[src/verilog/ccd_map.svh]
/*
  Constants for the call/clear/decrement execution unit: opcode patterns,
  field positions, reset values and cycle counts.
  Assumes 14-bit instruction words and an 8-bit data path.
*/
`ifndef CCD_MAP_SVH
`define CCD_MAP_SVH

`define CCD_OP_CALL_MASK   14'h3800
`define CCD_OP_CALL_VAL    14'h2000
`define CCD_OP_KICK        14'h0064
`define CCD_OP_ACCUM_CLEAR_OP_MASK   14'h3F80
`define CCD_OP_ACCUM_CLEAR_OP_VAL    14'h0100
`define CCD_OP_ALU_MASK    14'h3F00
`define CCD_OP_FILE_CLEAR_OP_MASK   14'h3F80
`define CCD_OP_FILE_CLEAR_OP_VAL    14'h0180
`define CCD_OP_FILE_INVERT_OP_VAL    14'h0900
`define CCD_OP_FILE_DECREMENT_OP_VAL    14'h0300
`define CCD_OP_DECREMENT_SKIP_ZERO_OP_VAL  14'h0B00

`define CCD_K_MSB          10
`define CCD_F_MSB          6
`define CCD_D_BIT          7
`define CCD_LATCH_LO       3
`define CCD_LATCH_HI       4

`define CCD_PC_RESET       13'h0000
`define CCD_W_RESET        8'h00
`define CCD_ZERO_BYTE      8'h00
`define CCD_BRANCH_CYCLES  2

`endif

[src/verilog/ccd_pkg.sv]
/*
  Types for the call/clear/decrement execution unit.
  Assumes ccd_map.svh is compiled alongside.
*/
package ccd_pkg;
  typedef enum logic [2:0] {
    CCD_NONE, CCD_CALL, CCD_KICK, CCD_FILE_CLEAR_OP, CCD_FILE_INVERT_OP, CCD_ACCUM_CLEAR_OP, CCD_FILE_DECREMENT_OP, CCD_DECREMENT_SKIP_ZERO_OP
  } ccd_op_type;

  typedef struct packed {
    logic       we;
    logic [6:0] addr;
    logic [7:0] data;
  } ccd_file_wr_type;

  typedef struct packed {
    logic        push;
    logic [12:0] addr;
  } ccd_stack_push_type;
endpackage

[src/verilog/ccd_exec.sv]
/*
  Execution unit for call, watchdog kick, file/accumulator clear, complement,
  decrement and decrement-skip-on-zero. One instruction is offered per cycle.
  Assumes the file register read data for file_rd_addr is valid in the same cycle
  and that the stack, watchdog and file memory live outside.
*/
// Notes on behaviour
// - Call pushes PC plus one onto the return stack top.
// - Call loads the eleven-bit immediate into PC bits 10..0.
// - Call fills PC bits 12..11 from latch bits 4..3.
// - Call takes two instruction cycles.
// - Watchdog kick clears the watchdog count and its prescaler.
// - Watchdog kick sets expiry and power-down flags, nothing else.
// - File clear writes zero to the register and sets the zero flag.
// - Complement inverts the register into accumulator or register, updating zero flag.
// - Accumulator clear writes zero to the accumulator and sets zero flag.
// - Decrement subtracts one into accumulator or register, updating zero flag.
// - Decrement-skip stores result per destination; nonzero continues normally.
// - Decrement-skip to zero discards the fetched instruction, two cycles.
`include "ccd_map.svh"

module ccd_exec (
  // Clock and reset
  input  wire logic                        clk_sys,
  input  wire logic                        rst,
  // Instruction in
  input  wire logic                        instr_valid,
  input  wire logic [13:0]                 instr_word,
  input  wire logic [7:0]                  file_rd_data,
  input  wire logic [7:0]                  pc_high_latch,
  // Instruction flow
  output logic                             instr_ready,
  output logic [6:0]                       file_rd_addr,
  output logic [12:0]                      pc,
  output logic                             flush,
  // Results
  output ccd_pkg::ccd_file_wr_type         file_wr,
  output ccd_pkg::ccd_stack_push_type      stack_top_push,
  output logic [7:0]                       accum,
  output logic                             result_null_flag,
  output logic                             watchdog_expiry_flag,
  output logic                             power_down_flag,
  output logic                             watchdog_clear
);

  typedef enum logic {CCD_RUN, CCD_SECOND} ccd_state_type;

  ccd_state_type       state;
  ccd_pkg::ccd_op_type op;
  logic                dest_file;
  logic [7:0]          dec_result;
  logic [7:0]          inv_result;
  logic                take;

  function automatic ccd_pkg::ccd_op_type ccd_decode(input logic [13:0] w);
    if ((w & `CCD_OP_CALL_MASK) == `CCD_OP_CALL_VAL)
      return ccd_pkg::CCD_CALL;
    if (w == `CCD_OP_KICK)
      return ccd_pkg::CCD_KICK;
    if ((w & `CCD_OP_FILE_CLEAR_OP_MASK) == `CCD_OP_FILE_CLEAR_OP_VAL)
      return ccd_pkg::CCD_FILE_CLEAR_OP;
    if ((w & `CCD_OP_ACCUM_CLEAR_OP_MASK) == `CCD_OP_ACCUM_CLEAR_OP_VAL)
      return ccd_pkg::CCD_ACCUM_CLEAR_OP;
    if ((w & `CCD_OP_ALU_MASK) == `CCD_OP_FILE_INVERT_OP_VAL)
      return ccd_pkg::CCD_FILE_INVERT_OP;
    if ((w & `CCD_OP_ALU_MASK) == `CCD_OP_FILE_DECREMENT_OP_VAL)
      return ccd_pkg::CCD_FILE_DECREMENT_OP;
    if ((w & `CCD_OP_ALU_MASK) == `CCD_OP_DECREMENT_SKIP_ZERO_OP_VAL)
      return ccd_pkg::CCD_DECREMENT_SKIP_ZERO_OP;
    return ccd_pkg::CCD_NONE;
  endfunction

  // Second cycle of a two-cycle instruction accepts nothing new
  assign instr_ready  = (state == CCD_RUN);
  assign take         = instr_valid && instr_ready;
  assign op           = ccd_decode(instr_word);
  assign dest_file    = instr_word[`CCD_D_BIT];
  assign file_rd_addr = instr_word[`CCD_F_MSB:0];
  assign dec_result   = file_rd_data - 8'h01;
  assign inv_result   = ~file_rd_data;

  // Two-cycle sequencing
  always_ff @(posedge clk_sys or posedge rst) begin
    if (rst) begin
      state <= CCD_RUN;
    end else begin
      unique case (state)
        CCD_RUN: begin
          if (take && op == ccd_pkg::CCD_CALL)
            state <= CCD_SECOND;
          else if (take && op == ccd_pkg::CCD_DECREMENT_SKIP_ZERO_OP && dec_result == `CCD_ZERO_BYTE)
            state <= CCD_SECOND;
        end
        CCD_SECOND: state <= CCD_RUN;
      endcase
    end
  end

  // Flush marks the cycle whose fetched word is replaced by a no-operation
  always_ff @(posedge clk_sys or posedge rst) begin
    if (rst)
      flush <= 1'b0;
    else
      flush <= take && (op == ccd_pkg::CCD_CALL ||
               (op == ccd_pkg::CCD_DECREMENT_SKIP_ZERO_OP && dec_result == `CCD_ZERO_BYTE));
  end

  // Program counter
  always_ff @(posedge clk_sys or posedge rst) begin
    if (rst)
      pc <= `CCD_PC_RESET;
    else if (take && op == ccd_pkg::CCD_CALL)
      pc <= {pc_high_latch[`CCD_LATCH_HI:`CCD_LATCH_LO],
             instr_word[`CCD_K_MSB:0]};
    else if (take)
      pc <= pc + 13'h0001;
  end

  // Return stack push
  always_ff @(posedge clk_sys or posedge rst) begin
    if (rst) begin
      stack_top_push <= '0;
    end else begin
      stack_top_push.push <= take && op == ccd_pkg::CCD_CALL;
      stack_top_push.addr <= pc + 13'h0001;
    end
  end

  // File register write-back
  always_ff @(posedge clk_sys or posedge rst) begin
    if (rst) begin
      file_wr <= '0;
    end else begin
      file_wr.we   <= 1'b0;
      file_wr.addr <= instr_word[`CCD_F_MSB:0];
      file_wr.data <= `CCD_ZERO_BYTE;
      if (take) begin
        unique case (op)
          ccd_pkg::CCD_FILE_CLEAR_OP: file_wr.we <= 1'b1;
          ccd_pkg::CCD_FILE_INVERT_OP: begin
            file_wr.we   <= dest_file;
            file_wr.data <= inv_result;
          end
          ccd_pkg::CCD_FILE_DECREMENT_OP, ccd_pkg::CCD_DECREMENT_SKIP_ZERO_OP: begin
            file_wr.we   <= dest_file;
            file_wr.data <= dec_result;
          end
          default: ;
        endcase
      end
    end
  end

  // Accumulator
  always_ff @(posedge clk_sys or posedge rst) begin
    if (rst) begin
      accum <= `CCD_W_RESET;
    end else if (take) begin
      unique case (op)
        ccd_pkg::CCD_ACCUM_CLEAR_OP: accum <= `CCD_ZERO_BYTE;
        ccd_pkg::CCD_FILE_INVERT_OP: if (!dest_file) accum <= inv_result;
        ccd_pkg::CCD_FILE_DECREMENT_OP, ccd_pkg::CCD_DECREMENT_SKIP_ZERO_OP: if (!dest_file) accum <= dec_result;
        default: ;
      endcase
    end
  end

  // Zero flag; call and decrement-skip leave it alone
  always_ff @(posedge clk_sys or posedge rst) begin
    if (rst) begin
      result_null_flag <= 1'b0;
    end else if (take) begin
      unique case (op)
        ccd_pkg::CCD_FILE_CLEAR_OP, ccd_pkg::CCD_ACCUM_CLEAR_OP: result_null_flag <= 1'b1;
        ccd_pkg::CCD_FILE_INVERT_OP: result_null_flag <= (inv_result == `CCD_ZERO_BYTE);
        ccd_pkg::CCD_FILE_DECREMENT_OP: result_null_flag <= (dec_result == `CCD_ZERO_BYTE);
        default: ;
      endcase
    end
  end

  // Watchdog kick; both flags reset to one as after power-up
  always_ff @(posedge clk_sys or posedge rst) begin
    if (rst) begin
      watchdog_expiry_flag <= 1'b1;
      power_down_flag      <= 1'b1;
      watchdog_clear       <= 1'b0;
    end else begin
      watchdog_clear <= take && op == ccd_pkg::CCD_KICK;
      if (take && op == ccd_pkg::CCD_KICK) begin
        watchdog_expiry_flag <= 1'b1;
        power_down_flag      <= 1'b1;
      end
    end
  end

  logic take_q;
  ccd_pkg::ccd_op_type op_q;
  always_ff @(posedge clk_sys or posedge rst) begin
    if (rst) begin
      take_q <= 1'b0;
      op_q   <= ccd_pkg::CCD_NONE;
    end else begin
      take_q <= take;
      op_q   <= op;
    end
  end

  AST_CALL_PUSH: assert property (@(posedge clk_sys) disable iff (rst)
    take && op == ccd_pkg::CCD_CALL |=> stack_top_push.push && stack_top_push.addr == $past(pc) + 13'h0001)
    else $error("call did not push return address");
  AST_CALL_PC: assert property (@(posedge clk_sys) disable iff (rst)
    take && op == ccd_pkg::CCD_CALL |=> pc[10:0] == $past(instr_word[10:0]))
    else $error("call target low bits wrong");
  AST_CALL_HI: assert property (@(posedge clk_sys) disable iff (rst)
    take && op == ccd_pkg::CCD_CALL |=> pc[12:11] == $past(pc_high_latch[4:3]))
    else $error("call target high bits wrong");
  AST_CALL_TWO: assert property (@(posedge clk_sys) disable iff (rst)
    take && op == ccd_pkg::CCD_CALL |=> !instr_ready ##1 instr_ready)
    else $error("call not two cycles");
  AST_KICK: assert property (@(posedge clk_sys) disable iff (rst)
    take && op == ccd_pkg::CCD_KICK |=> watchdog_clear && watchdog_expiry_flag && power_down_flag)
    else $error("kick failed");
  AST_KICK_Z: assert property (@(posedge clk_sys) disable iff (rst)
    take && op == ccd_pkg::CCD_KICK |=> $stable(result_null_flag) && $stable(accum))
    else $error("kick changed other state");
  AST_FILE_CLEAR_OP: assert property (@(posedge clk_sys) disable iff (rst)
    take && op == ccd_pkg::CCD_FILE_CLEAR_OP |=> file_wr.we && file_wr.data == 8'h00 && result_null_flag)
    else $error("file clear wrong");
  AST_FILE_INVERT_OP: assert property (@(posedge clk_sys) disable iff (rst)
    take && op == ccd_pkg::CCD_FILE_INVERT_OP && !dest_file |=> accum == ~$past(file_rd_data) && !file_wr.we)
    else $error("complement wrong");
  AST_ACCUM_CLEAR_OP: assert property (@(posedge clk_sys) disable iff (rst)
    take && op == ccd_pkg::CCD_ACCUM_CLEAR_OP |=> accum == 8'h00 && result_null_flag)
    else $error("accumulator clear wrong");
  AST_FILE_DECREMENT_OP: assert property (@(posedge clk_sys) disable iff (rst)
    take && op == ccd_pkg::CCD_FILE_DECREMENT_OP && dest_file |=> file_wr.we && file_wr.data == $past(file_rd_data) - 8'h01)
    else $error("decrement wrong");
  AST_DSZ_GO: assert property (@(posedge clk_sys) disable iff (rst)
    take && op == ccd_pkg::CCD_DECREMENT_SKIP_ZERO_OP && file_rd_data != 8'h01 |=> instr_ready && !flush)
    else $error("nonzero decrement skipped");
  AST_DSZ_SKIP: assert property (@(posedge clk_sys) disable iff (rst)
    take && op == ccd_pkg::CCD_DECREMENT_SKIP_ZERO_OP && file_rd_data == 8'h01 |=> flush && !instr_ready)
    else $error("zero decrement did not skip");
  AST_NOFLAG: assert property (@(posedge clk_sys) disable iff (rst)
    take_q && (op_q == ccd_pkg::CCD_CALL || op_q == ccd_pkg::CCD_DECREMENT_SKIP_ZERO_OP) |-> $stable(result_null_flag))
    else $error("flag changed");
  AST_ADDR: assert property (@(posedge clk_sys) disable iff (rst)
    file_rd_addr == instr_word[6:0])
    else $error("file address field wrong");

  // Call side effects; a stray push would corrupt the return stack
  AST_PUSH_SRC: assert property (@(posedge clk_sys) disable iff (rst)
    stack_top_push.push |-> $past(take && op == ccd_pkg::CCD_CALL))
    else $error("push without call");
  AST_PUSH_ONE: assert property (@(posedge clk_sys) disable iff (rst)
    stack_top_push.push |=> !stack_top_push.push)
    else $error("push longer than one cycle");
  AST_PC_STEP: assert property (@(posedge clk_sys) disable iff (rst)
    take && op != ccd_pkg::CCD_CALL |=> pc == $past(pc) + 13'h0001)
    else $error("program counter did not step");
  AST_CALL_FLUSH: assert property (@(posedge clk_sys) disable iff (rst)
    take && op == ccd_pkg::CCD_CALL |=> flush)
    else $error("call did not flush");
  AST_DEAD_HOLD: assert property (@(posedge clk_sys) disable iff (rst)
    !instr_ready |=> pc == $past(pc))
    else $error("program counter moved in dead cycle");
  AST_CALL_ACC: assert property (@(posedge clk_sys) disable iff (rst)
    take && op == ccd_pkg::CCD_CALL |=> $stable(accum) && !file_wr.we)
    else $error("call touched data");

  // Watchdog kick
  AST_KICK_SRC: assert property (@(posedge clk_sys) disable iff (rst)
    watchdog_clear |-> $past(take && op == ccd_pkg::CCD_KICK))
    else $error("watchdog clear without kick");
  AST_KICK_ONE: assert property (@(posedge clk_sys) disable iff (rst)
    watchdog_clear |=> !watchdog_clear)
    else $error("watchdog clear longer than one cycle");
  AST_FLAGS_HOLD: assert property (@(posedge clk_sys) disable iff (rst)
    !(take && op == ccd_pkg::CCD_KICK) |=> $stable(watchdog_expiry_flag) && $stable(power_down_flag))
    else $error("watchdog flags moved without kick");
  AST_KICK_NOWR: assert property (@(posedge clk_sys) disable iff (rst)
    take && op == ccd_pkg::CCD_KICK |=> !file_wr.we && !stack_top_push.push)
    else $error("kick wrote data");

  // Clears
  AST_FILE_CLEAR_OP_ADDR: assert property (@(posedge clk_sys) disable iff (rst)
    take && op == ccd_pkg::CCD_FILE_CLEAR_OP |=> file_wr.addr == $past(instr_word[6:0]) && $stable(accum))
    else $error("file clear address wrong");
  AST_ACCUM_CLEAR_OP_NOWR: assert property (@(posedge clk_sys) disable iff (rst)
    take && op == ccd_pkg::CCD_ACCUM_CLEAR_OP |=> !file_wr.we)
    else $error("accumulator clear wrote register");

  // Complement
  AST_FILE_INVERT_OP_REG: assert property (@(posedge clk_sys) disable iff (rst)
    take && op == ccd_pkg::CCD_FILE_INVERT_OP && dest_file |=> file_wr.we && file_wr.data == ~$past(file_rd_data))
    else $error("complement to register wrong");
  AST_FILE_INVERT_OP_Z: assert property (@(posedge clk_sys) disable iff (rst)
    take && op == ccd_pkg::CCD_FILE_INVERT_OP |=> result_null_flag == ($past(file_rd_data) == 8'hFF))
    else $error("complement zero flag wrong");

  // Decrement; 00h wraps to FFh with no carry out
  AST_FILE_DECREMENT_OP_ACC: assert property (@(posedge clk_sys) disable iff (rst)
    take && op == ccd_pkg::CCD_FILE_DECREMENT_OP && !dest_file |=> accum == $past(file_rd_data) - 8'h01 && !file_wr.we)
    else $error("decrement to accumulator wrong");
  AST_FILE_DECREMENT_OP_Z: assert property (@(posedge clk_sys) disable iff (rst)
    take && op == ccd_pkg::CCD_FILE_DECREMENT_OP |=> result_null_flag == ($past(file_rd_data) == 8'h01))
    else $error("decrement zero flag wrong");
  AST_FILE_DECREMENT_OP_GO: assert property (@(posedge clk_sys) disable iff (rst)
    take && op == ccd_pkg::CCD_FILE_DECREMENT_OP |=> !flush && instr_ready)
    else $error("plain decrement skipped");
  AST_DSZ_REG: assert property (@(posedge clk_sys) disable iff (rst)
    take && op == ccd_pkg::CCD_DECREMENT_SKIP_ZERO_OP && dest_file |=> file_wr.we && file_wr.data == $past(file_rd_data) - 8'h01)
    else $error("decrement-skip to register wrong");
  AST_DSZ_ACC: assert property (@(posedge clk_sys) disable iff (rst)
    take && op == ccd_pkg::CCD_DECREMENT_SKIP_ZERO_OP && !dest_file |=> accum == $past(file_rd_data) - 8'h01)
    else $error("decrement-skip to accumulator wrong");

  // Skip timing
  AST_FLUSH_ONE: assert property (@(posedge clk_sys) disable iff (rst)
    flush |=> !flush)
    else $error("flush longer than one cycle");
  AST_FLUSH_DEAD: assert property (@(posedge clk_sys) disable iff (rst)
    flush |-> !instr_ready)
    else $error("flush while accepting");
  AST_DSZ_PC: assert property (@(posedge clk_sys) disable iff (rst)
    take && op == ccd_pkg::CCD_DECREMENT_SKIP_ZERO_OP && file_rd_data == 8'h01 |=>
      pc == $past(pc) + 13'h0001 ##1 pc == $past(pc, 2) + 13'h0001)
    else $error("skip cycle moved program counter");

  // Write-back address always from the operand field
  AST_WR_ADDR: assert property (@(posedge clk_sys) disable iff (rst)
    file_wr.we |-> file_wr.addr == $past(instr_word[6:0]))
    else $error("write-back address wrong");


  COV_CALL: cover property (@(posedge clk_sys) disable iff (rst) take && op == ccd_pkg::CCD_CALL);
  COV_SKIP: cover property (@(posedge clk_sys) disable iff (rst) take && op == ccd_pkg::CCD_DECREMENT_SKIP_ZERO_OP && file_rd_data == 8'h01);
  COV_KICK: cover property (@(posedge clk_sys) disable iff (rst) take && op == ccd_pkg::CCD_KICK);
  COV_FILE_INVERT_OP: cover property (@(posedge clk_sys) disable iff (rst) take && op == ccd_pkg::CCD_FILE_INVERT_OP && dest_file);
  COV_DSZ_GO: cover property (@(posedge clk_sys) disable iff (rst) take && op == ccd_pkg::CCD_DECREMENT_SKIP_ZERO_OP && file_rd_data != 8'h01);

endmodule

[config.mk]
export PLATFORM = sky130hd
export DESIGN_NAME = ccd_exec
export DESIGN_NICKNAME = d
export VERILOG_FILES = /design/src/verilog/ccd_pkg.sv /design/src/verilog/ccd_exec.sv
export VERILOG_INCLUDE_DIRS = /design/src /design/src/verilog
export SDC_FILE = /design/constraint.sdc
export NUM_CORES = 1
export LEC_CHECK = 0
export BUFFER_PORTS_ARGS = -buffer_cell sky130_fd_sc_hd__buf_2
export CORE_MARGIN = 1
export CORE_UTILIZATION = 35
export CTS_CLUSTER_SIZE = 25
export DETAILED_ROUTE_END_ITERATION = 8
export SLEW_MARGIN = 40
export SYNTH_ARGS = -nofsm -noshare
export SYNTH_HDL_FRONTEND = slang
export SYNTH_SLANG_ARGS = --single-unit
[constraint.sdc]
create_clock -name clk_sys -period 2.1 [get_ports clk_sys]
set_input_delay 0.42 -clock clk_sys [delete_from_list [all_inputs] [get_ports clk_sys]]
set_output_delay 0.42 -clock clk_sys [all_outputs]
set_load 0.02 [all_outputs]
==> summary.txt, run 1 <==
Status
  • Status: finished, final reports clean

Worst setup path
  • CP peak stage delay: 710 ps
  • CP Buf/Inv Count: 1
  • CP Depth: 5
  • Arrival @ worst endpoint: 1970 ps
  • FF-to-FF setup slack: 410 ps
  • Setup crit end kind: flip-flop
  • Critical Path Start Type: input pin
  • Critical Path RT: 2300 ps
  • Largest delay share family, worst path: simple AND/OR/NAND/NOR gates
  • Slowest cell on the critical path: or4b_1
  • R2R Path Start: pc[0]$_DFFE_PP0P_
  • Worst setup path start: instr_word[13]
  • R2r worst-path depth: 5
  • WS Path Type: in2reg
  • CP Cell Sequence: buf_2 -> or4b_1 -> or3_1 -> nand2_1 -> o31ai_2
  • Worst Setup EP: accum[0]$_DFFE_PP0P_
  • Crit path max fanout: 10
  • Reg2reg end: pc[12]$_DFFE_PP0P_

Synthesis
  • Post-synth top area share: 0.513
  • Mapped Area: 0.00268 mm²
  • Sequential-to-total area share from yosys stat: 0.513
  • Asr flop ratio synth: 1.00
  • Distinct cells, synth: 51
  • EDFF count, synth: 0
  • Flops & latches, synth: 55
  • Most area-consuming cells after synthesis: dfrtp_1 (51%), nand2_1 (3.2%), xnor2_1 (2.9%)
  • Synth Flop Type: dfrtp_1
  • Yosys top cell by area: dfrtp_1
  • Mean Syn Cell Area: 10.2 µm²
  • Syn Inst Count: 264
  • Yosys warnings: 0

Finish
  • # nets final: 388
  • Antenna diodes: 0
  • Final Util: 0.453
  • Non-Filler Instances: 451
  • Layout cells sized above 1: 0.341
  • Layout area overhead: 23.9%

CTS
  • Clock-pin transition on the worst setup and hold timing paths: 90 ps
  • CTS Sinks: 55
  • Total CTS buffers: 5
  • CTS tree: built
  • Max Root-Sink Buffers: 2
  • Cts repair resizes: 0
  • Skew-Pair Late Insertion Delay: 310 ps
  • Hold buffers post-CTS: 0
  • H-Tree Depth: 2
  • Setup bufs post-CTS: 0
  • Root Driver: clkbuf_8

STA
  • Final Hold Viols: 0
  • Max Fclk: 564 MHz
  • Slew Limit Fails: 0
  • Worst clock skew: 10.1 ps
  • Setup TNS: 0 ps
  • Minimum clock period after layout: 1770 ps
  • Setup violations, final: 0
  • Setup ws final: 328 ps
  • RSZ-0062 raised after global routing: false
  • Final Cycle Share: 0.844

Floorplan
  • Top Ports: 97
  • Row cnt: 31
  • Chip width: 89.5 µm
  • Initial Util: 0.366
  • Height of the die: 89.5 µm
  • Die area: 0.00802 mm²
  • Core Region: 0.00733 mm²

Routing
  • Via-to-Cell Ratio: 5.04
  • Routed WL: 6560 µm
  • # DRC: 0
  • Via Count: 2271
  • Routed Antenna Nets: 0
  • Iteration-0 DRC Markers: 138
  • DR pass1 iterations: 4
  • Detailed-route wire length per cell: 14.5 µm

Placement
  • GPL Wtd Cong: 0.835
  • Placed Instances: 443
  • Detail Placement HPWL: 4720 µm
  • Port bufs: 88
  • Pre-CTS setup slack: 2.02 ps

GRT
  • GR Util All Layers: 0.172
  • Largest net degree at the start of global routing: 30
  • Initial antenna violation count: 0
  • Number of global-route vias before repair: 2020
  • Total gr overflow: 0
  • First-pass GRT wire length: 10300 µm

Power
  • Overall Power: 3.06 mW
  • Worst IR Drop VDD: 0.328 mV
  • Power Density: 919 mW/mm²
  • Leakage: 1.58 nW

Worst hold path
  • HP Class: in2async

Run
  • Max-cap violations: 0
-- synth_stat cells, types with 3 or more instances --
master and instances:
dfrtp_1 55, nand2_1 23, a21oi_1 15, nor2_1 14
clkbuf_1 11, buf_4 9, xnor2_1 9, nand3_1 8
o21ai_0 8, a2bb2oi_1 7, o22ai_1 7, and2_1 6
inv_1 6, nor3_1 6, or3_1 6, nand4_1 5
a31oi_1 4, and4_1 4, ha_1 4, a41o_1 3
and3_1 3, buf_2 3, mux2_2 3, nor3b_1 3
nor4b_1 3, o211ai_1 3, o21ai_1 3
-- cell type report --
class / count / area, µm²
Clock buffer: 6 / 72.6
Clock inverter: 2 / 12.5
Fill cell: 753 / 4010
Inverter: 6 / 22.5
Multi-Input combinational cell: 179 / 1150
Sequential cell: 55 / 1380
Tap cell: 99 / 124
Timing Repair Buffer: 104 / 561
-- through the flow --
| step | hold slack [ps] | area, µm² |
|---|---|---|
| floorplan | 451 | 2690 |
| global placement | 438 | 3240 |
| detailed placement | 441 | 3240 |
| CTS | 96.7 | 3320 |
| global route | 109 | 3320 |
| finish | 94.7 | 3320 |
-- cell families after synthesis --
family	after synthesis	synth area share
flip-flops	55	0.513
other	1	0.00140
multiplexers	3	0.0126
buffers and inverters	31	0.0602
adder cells (fa/ha/maj)	4	0.0187
XOR/XNOR	11	0.0359
AO/OA/AOI/OAI	63	0.160
AND/OR/NAND/NOR	96	0.199
-- worst min path at each step --
stage | endpoint | cells after the start | start
6_report | file_wr[4]$_DFF_PP0_ | 2 | rst
5_1_grt | stack_top_push[0]$_DFF_PP0_ | 2 | rst
4_1_cts | file_wr[4]$_DFF_PP0_ | 2 | rst
3_5_place_dp | file_wr[4]$_DFF_PP0_ | 2 | rst
3_3_place_gp | file_wr[4]$_DFF_PP0_ | 2 | rst
2_1_floorplan | file_wr[10]$_DFF_PP0_ | 0 | instr_word[2]
-- power by group --
part	total [mW]	switching [mW]	internal, mW
Sequential	1.45	0.184	1.27
Clock	0.581	0.347	0.234
Combinational	1.02	0.631	0.393
Total	3.06	1.16	1.89
-- per-layer routing --
layer | vias to the layer above | track usage | share of wire
met5 | - | 0 | 0
met1 | 1082 | 0.242 | 0.47
met4 | 0 | 0.0519 | 0.0093
li1 | 1121 | - | -
met3 | 5 | 0.0323 | 0.050
met2 | 63 | 0.268 | 0.47
-- flip-flops by register name, summed over array words and instances, names as in the netlist --
register / flops
pc: 13
flush: 1
result_null_flag: 1
stack_top_push: 14
file_wr: 16
state: 1
accum: 8
watchdog_clear: 1
-- cell usage in the layout (no fill, tap or decap), types with 7 or more instances in the layout --
cell / n
nand3_1: 8
dfrtp_1: 55
nor2_1: 14
a21oi_1: 15
buf_2: 88
nand2_1: 23
o21ai_0: 8
buf_4: 16
o22ai_1: 7
a2bb2oi_1: 7
xnor2_1: 9
No activity file was read; power rests on OpenSTA's default activity.
==> run 2, diff against run 1 <==
clock period = 1.5 ns   (was 2.1 ns; I/O delays follow)
==> run 2 against run 1 <==
Compared with the run above:
- clock power is 52% higher
- worst setup slack worse by 320 ps
- sequential share of layout area is 4.1 points lower
- cell area is 11% higher
- register-to-register slack worse by 350 ps
- critical path depth stayed put
- flip-flop and latch count stayed put
- power is 52% higher
- critical path type unchanged
- highest routed layer unchanged
==> summary.txt, run 2 (same netlist as run 1, synthesis figures left out) <==
CTS
  • Root Driver: clkbuf_8
  • H-Tree Depth: 2 (unchanged)
  • Clock-pin transition on the worst setup and hold timing paths: 110 ps (+20 ps)
  • Total CTS buffers: 5 (unchanged)
  • CTS tree: built
  • Max Root-Sink Buffers: 2 (unchanged)
  • Skew-Pair Late Insertion Delay: 320 ps (about the same)
  • CTS Sinks: 55 (unchanged)

STA
  • Slew Limit Fails: 0 (unchanged)
  • RSZ-0062 raised after global routing: true
  • Setup ws final: 6.48 ps (-321 ps)
  • Final Cycle Share: 0.996
  • Final Hold Viols: 0 (unchanged)
  • WHS: 123 ps (+27.8 ps)
  • Max Fclk: 670 MHz
  • Setup TNS: 0 ps (unchanged)
  • Setup violations, final: 0 (unchanged)
  • Worst clock skew: 11.5 ps (+1.36 ps)
  • Minimum clock period after layout: 1490 ps

Placement
  • Detail Placement HPWL: 5200 µm (+10%)
  • Placed Instances: 469 (+5.9%)
  • Pre-CTS setup slack: -327 ps (-329 ps)
  • Port bufs: 88 (unchanged)
  • Cell area after placement: 0.00355 mm² (+9.7%)
  • GPL Wtd Cong: 0.787 (-5.9%)

Routing
  • Via-to-Cell Ratio: 4.99 (-0.91%)
  • Routed WL: 6980 µm (+6.5%)
  • Iteration-0 DRC Markers: 91 (-34%)
  • Detailed-route wire length per cell: 14.6 µm (+0.30%)
  • Via Count: 2390 (+5.2%)
  • Routed Antenna Nets: 0 (unchanged)
  • # DRC: 0 (unchanged)
  • DR pass1 iterations: 4 (unchanged)

Worst setup path
  • R2r worst-path depth: 4 (-1)
  • R2R Path Start: pc[0]$_DFFE_PP0P_
  • Critical Path Start Type: input pin
  • Reg2reg end: pc[12]$_DFFE_PP0P_
  • WS Path Type: in2reg
  • FF-to-FF setup slack: 60 ps (-350 ps)
  • Crit path max fanout: 9 (-1)
  • Critical Path RT: 1760 ps (-540 ps)
  • Arrival @ worst endpoint: 1760 ps (-210 ps)
  • Setup crit end kind: flip-flop

Floorplan
  • Core Region: 0.00733 mm² (unchanged)
  • Height of the die: 89.5 µm (unchanged)
  • Row cnt: 31 (unchanged)
  • Die area: 0.00802 mm² (unchanged)
  • Initial Util: 0.366 (unchanged)
  • Top Ports: 97 (unchanged)
  • Chip width: 89.5 µm (unchanged)

Finish
  • Layout area overhead: 38.0%
  • Commonest cells after routing, fill and taps aside: buf_2 (86), dfrtp_1 (51), buf_4 (38)
  • # nets final: 416 (+7.2%)
  • Non-Filler Instances: 479 (+6.2%)
  • Number of flip-flops in the largest register: 16 (unchanged)
  • Multi-input gate area: 0.00122 mm² (+6.0%)
  • Layout cells sized above 1: 0.434 (+0.0933)
  • Register area: 0.00138 mm² (+0.36%)
  • Final Util: 0.505 (+0.0515)
  • Commonest non-fill, non-tap cell in the layout: buf_2
  • Biggest regs: file_wr x16, stack_top_push x14, pc x13
  • Finished Cell Area: 0.00370 mm² (+11%)
  • Largest reg by FF count: file_wr
  • Antenna diodes: 0 (unchanged)
  • Fillers: 695 (-7.7%)

Power
  • Power Density: 1250 mW/mm² (+36%)
  • Leakage: 1.76 nW (+11%)
  • Worst IR Drop VDD: 0.554 mV (+69%)
  • Overall Power: 4.63 mW (+52%)

GRT
  • Initial antenna violation count: 0 (unchanged)
  • First-pass GRT wire length: 10800 µm (+4.1%)
  • Largest net degree at the start of global routing: 23 (-23%)
  • Total gr overflow: 0 (unchanged)
  • Number of global-route vias before repair: 2131 (+5.5%)
  • GR Util All Layers: 0.178 (+0.00606)

Worst hold path
  • Hold EP: file_wr[12]$_DFF_PP0_
  • Worst hold start: instr_word[4]
  • HP Class: in2reg
  • Min-Delay Path Depth: 1

Run
  • Max-cap violations: 0 (unchanged)

Status
  • Status: finished, final reports clean
==> run 2: critical path, cell delays in order <==
cell and delay, ps:
buf_6 90, or4b_4 610, or3_1 400, o211ai_1 150
mux2_4 190
==> run 2: metal layers <==
| layer | vias to the layer above | GRT usage | wire length, µm |
|---|---|---|---|
| met5 | - | 0 | 0 |
| met4 | 0 | 0.0418 | 58 |
| met3 | 4 | 0.0295 | 260 |
| met2 | 69 | 0.267 | 3290 |
| met1 | 1133 | 0.266 | 3380 |
| li1 | 1184 | - | - |
==> run 2: worst max path at each step <==
stage,start,endpoint
2_1_floorplan,instr_word[13],accum[0]$_DFFE_PP0P_
3_3_place_gp,instr_word[13],accum[0]$_DFFE_PP0P_
3_5_place_dp,instr_word[13],accum[6]$_DFFE_PP0P_
4_1_cts,instr_word[13],accum[6]$_DFFE_PP0P_
5_1_grt,instr_word[13],accum[6]$_DFFE_PP0P_
6_report,instr_word[13],accum[6]$_DFFE_PP0P_
==> run 2: cell type report <==
type / count / share of cell area
Timing Repair Buffer: 132 / 0.229
Sequential cell: 55 / 0.373
Clock inverter: 3 / 0.00778
Inverter: 6 / 0.00710
Multi-Input combinational cell: 179 / 0.331
Tap cell: 99 / 0.0335
Clock buffer: 5 / 0.0186
==> run 2: power by group <==
part	leakage, nW	switching (mW)	internal, mW	total [mW]
Clock	0.0502	0.537	0.348	0.884
Combinational	1.04	1.06	0.753	1.81
Sequential	0.667	0.156	1.78	1.94
Total	1.76	1.75	2.88	4.63
==> run 2: repair_timing <==
action,CTS,global route
endpoints found under the setup margin,5,12
buffers inserted,0,1
gates resized for setup,2,7
endpoints found under the hold margin,11,0
pin swaps,0,2
hold buffers,1,0
==> run 3, diff against run 2 <==
--- a/config.mk
+++ b/config.mk
@@ -13,2 +13,3 @@
 export DETAILED_ROUTE_END_ITERATION = 8
+export GPL_TIMING_DRIVEN = 0
 export SLEW_MARGIN = 40
==> constraint.sdc (replaced) <==
create_clock -name clk_sys -period 1.5 [get_ports clk_sys]
set_input_delay 0.15 -clock clk_sys [delete_from_list [all_inputs] [get_ports clk_sys]]
set_output_delay 0.15 -clock clk_sys [all_outputs]
set_load 0.02 [all_outputs]
==> run 3 against run 2 <==
Compared with the run above:
- fmax is 5.2% higher
- clock skew shrank 8.7 ps
- clock power is 9.2% lower
==> summary.txt, run 3 (same netlist as run 1, synthesis figures left out) <==
Status
  • Status: finished, final reports clean

STA
  • Slew headroom: 0.632
  • Max Fclk: 704 MHz (+5.2%)
  • Setup ws final: 80.0 ps (+73.5 ps)
  • Setup violations, final: 0 (unchanged)
  • Slew Limit Fails: 0 (unchanged)
  • Minimum clock period after layout: 1420 ps (-73.5 ps)
  • RSZ-0062 raised after global routing: false
  • Final Hold Viols: 0 (unchanged)
  • Worst clock skew: 2.83 ps (-8.67 ps)
  • Worst-Margin Slew: 550 ps
  • Final Cycle Share: 0.947 (-0.0490)

CTS
  • Skew-Pair Late Insertion Delay: 300 ps (-20 ps)
  • CTS tree: built
  • H-Tree Depth: 2 (unchanged)
  • Clock-pin transition on the worst setup and hold timing paths: 100 ps (about the same)
  • Max Root-Sink Buffers: 2 (unchanged)
  • Total CTS buffers: 5 (unchanged)
  • CTS Sinks: 55 (unchanged)
  • Root Driver: clkbuf_8

GRT
  • GR Util All Layers: 0.181 (+0.00313)
  • Largest net degree at the start of global routing: 25 (+8.7%)
  • Total gr overflow: 0 (unchanged)
  • First-pass GRT wire length: 11000 µm (+2.6%)
  • Initial antenna violation count: 0 (unchanged)
  • Number of global-route vias before repair: 2228 (+4.6%)

Routing
  • DR pass1 iterations: 4 (unchanged)
  • Iteration-0 DRC Markers: 111 (+22%)
  • Detailed-route wire length per cell: 14.7 µm (+1.1%)
  • Routed WL: 6850 µm (-1.9%)
  • Routed Antenna Nets: 0 (unchanged)
  • # DRC: 0 (unchanged)
  • Via-to-Cell Ratio: 5.11 (+2.3%)
  • Via Count: 2374 (-0.67%)

Finish
  • Number of flip-flops in the largest register: 16 (unchanged)
  • Multi-input gate area: 0.00123 mm² (+0.21%)
  • Register area: 0.00138 mm² (unchanged)
  • Largest reg by FF count: file_wr
  • Final Util: 0.483 (-0.0215)
  • Antenna diodes: 0 (unchanged)
  • Commonest cells after routing, fill and taps aside: buf_2 (88), dfrtp_1 (51), nand2_1 (23)
  • # nets final: 402 (-3.4%)
  • Layout cells sized above 1: 0.391 (-0.0435)
  • Commonest non-fill, non-tap cell in the layout: buf_2
  • Non-Filler Instances: 465 (-2.9%)
  • Biggest regs: file_wr x16, stack_top_push x14, pc x13
  • Layout area overhead: 32.1%
  • Fillers: 699 (+0.58%)

Worst setup path
  • CP Cell Sequence: ha_4 -> and3_4 -> and4_4 -> nor2_1 -> a211o_1
  • Critical Path Start Type: flip-flop
  • Crit path max fanout: 5 (-4)
  • CP Buf/Inv Count: 0 (-1)
  • WS Path Type: reg2reg
  • Largest delay share family, worst path: simple AND/OR/NAND/NOR gates
  • CP peak stage delay: 420 ps (-190 ps)
  • Setup crit end kind: flip-flop
  • Arrival @ worst endpoint: 1620 ps (-140 ps)
  • Critical Path RT: 1700 ps (-60 ps)
  • Slowest cell on the critical path: dfrtp_2

Floorplan
  • Height of the die: 89.5 µm (unchanged)
  • Row cnt: 31 (unchanged)
  • Core Region: 0.00733 mm² (unchanged)
  • Initial Util: 0.366 (unchanged)
  • Die area: 0.00802 mm² (unchanged)
  • Top Ports: 97 (unchanged)
  • Chip width: 89.5 µm (unchanged)

Power
  • Clk network pwr share: 0.183 (-0.008)
  • Worst IR Drop VDD: 0.439 mV (-21%)
  • Overall Power: 4.39 mW (-5.2%)
  • Comb pwr share: 0.352 (-0.039)
  • Power Density: 1240 mW/mm² (-1.0%)
  • Sw Ratio: 0.378 (about the same)
  • Psw: 1.66 mW (-5.2%)
  • Leakage: 1.65 nW (-5.9%)
  • Seq pwr share: 0.465 (+0.047)
  • P_int: 2.73 mW (-5.2%)

Placement
  • Detail Placement HPWL: 4940 µm (-5.0%)
  • Port bufs: 86 (-2.3%)
  • Placed Instances: 452 (-3.6%)
  • GPL Wtd Cong: 0.794 (+0.89%)
  • Pre-CTS setup slack: -419 ps (-92.4 ps)

Run
  • Max-cap violations: 0 (unchanged)

Worst hold path
  • HP Class: in2reg
run 3: power groups by stage:
| stage | clock network [mW] | logic (mW) | registers [mW] |
|---|---|---|---|
| finish | 0.803 | 1.54 | 2.04 |
| global placement | 0 | 1.45 | 2.05 |
| CTS | 0.841 | 1.52 | 2.02 |
| detailed placement | 0 | 1.48 | 2.05 |
| floorplan | 0 | 0.588 | 2.40 |
| global route | 0.887 | 1.72 | 2.09 |
run 3: path summary, 6_finish.rpt:
path	cells after the start	startpoint	slack [ps]	end
setup / recovery	5	pc[1]$_DFFE_PP0P_	80	pc[12]$_DFFE_PP0P_
hold / removal	1	instr_word[0]	9	file_wr[8]$_DFF_PP0_
setup reg to reg	5	pc[1]$_DFFE_PP0P_	80	pc[12]$_DFFE_PP0P_
hold reg to reg	2	accum[0]$_DFFE_PP0P_	490	accum[0]$_DFFE_PP0P_
max in group asynchronous	5	rst	540	pc[6]$_DFFE_PP0P_
min in group asynchronous	3	rst	360	file_wr[8]$_DFF_PP0_
run 3: final cells by class:
cell class	count	area share
multi-input combinational	179	0.346
clock buffer	6	0.0205
buffer	23	0.0438
sequential	55	0.390
clock inverter	2	0.00353
tap	99	0.0350
inverter	6	0.00742
timing repair buffer	95	0.154
run 3: per-stage QoR:
step / instance area (µm²) / TNS, ps / hold WS (ps)
2_1_floorplan: 2720 / -25.1 / 181
6_report: 3540 / 0 / 9.44
3_5_place_dp: 3320 / -9030 / 133
3_3_place_gp: 3270 / -8600 / 306
5_1_grt: 3540 / 0 / 8.91
4_1_cts: 3490 / 0 / 5.29
run 3: layer usage:
| metal | global-route usage | up-vias | wire length [µm] | share of wire |
|---|---|---|---|---|
| met4 | 0.0462 | 0 | 59 | 0.0086 |
| met2 | 0.283 | 80 | 3210 | 0.47 |
| met3 | 0.0379 | 4 | 396 | 0.058 |
| met5 | 0 | - | 0 | 0 |
| met1 | 0.255 | 1139 | 3190 | 0.47 |
| li1 | - | 1151 | - | - |
run 3: timing repair:
| action | CTS | global route |
|---|---|---|
| setup buffers | 1 | 0 |
| hold buffers | 6 | 0 |
| endpoints found under the setup margin | 22 | 26 |
| hold endpoints to repair | 16 | 0 |
| gates resized for setup | 12 | 23 |
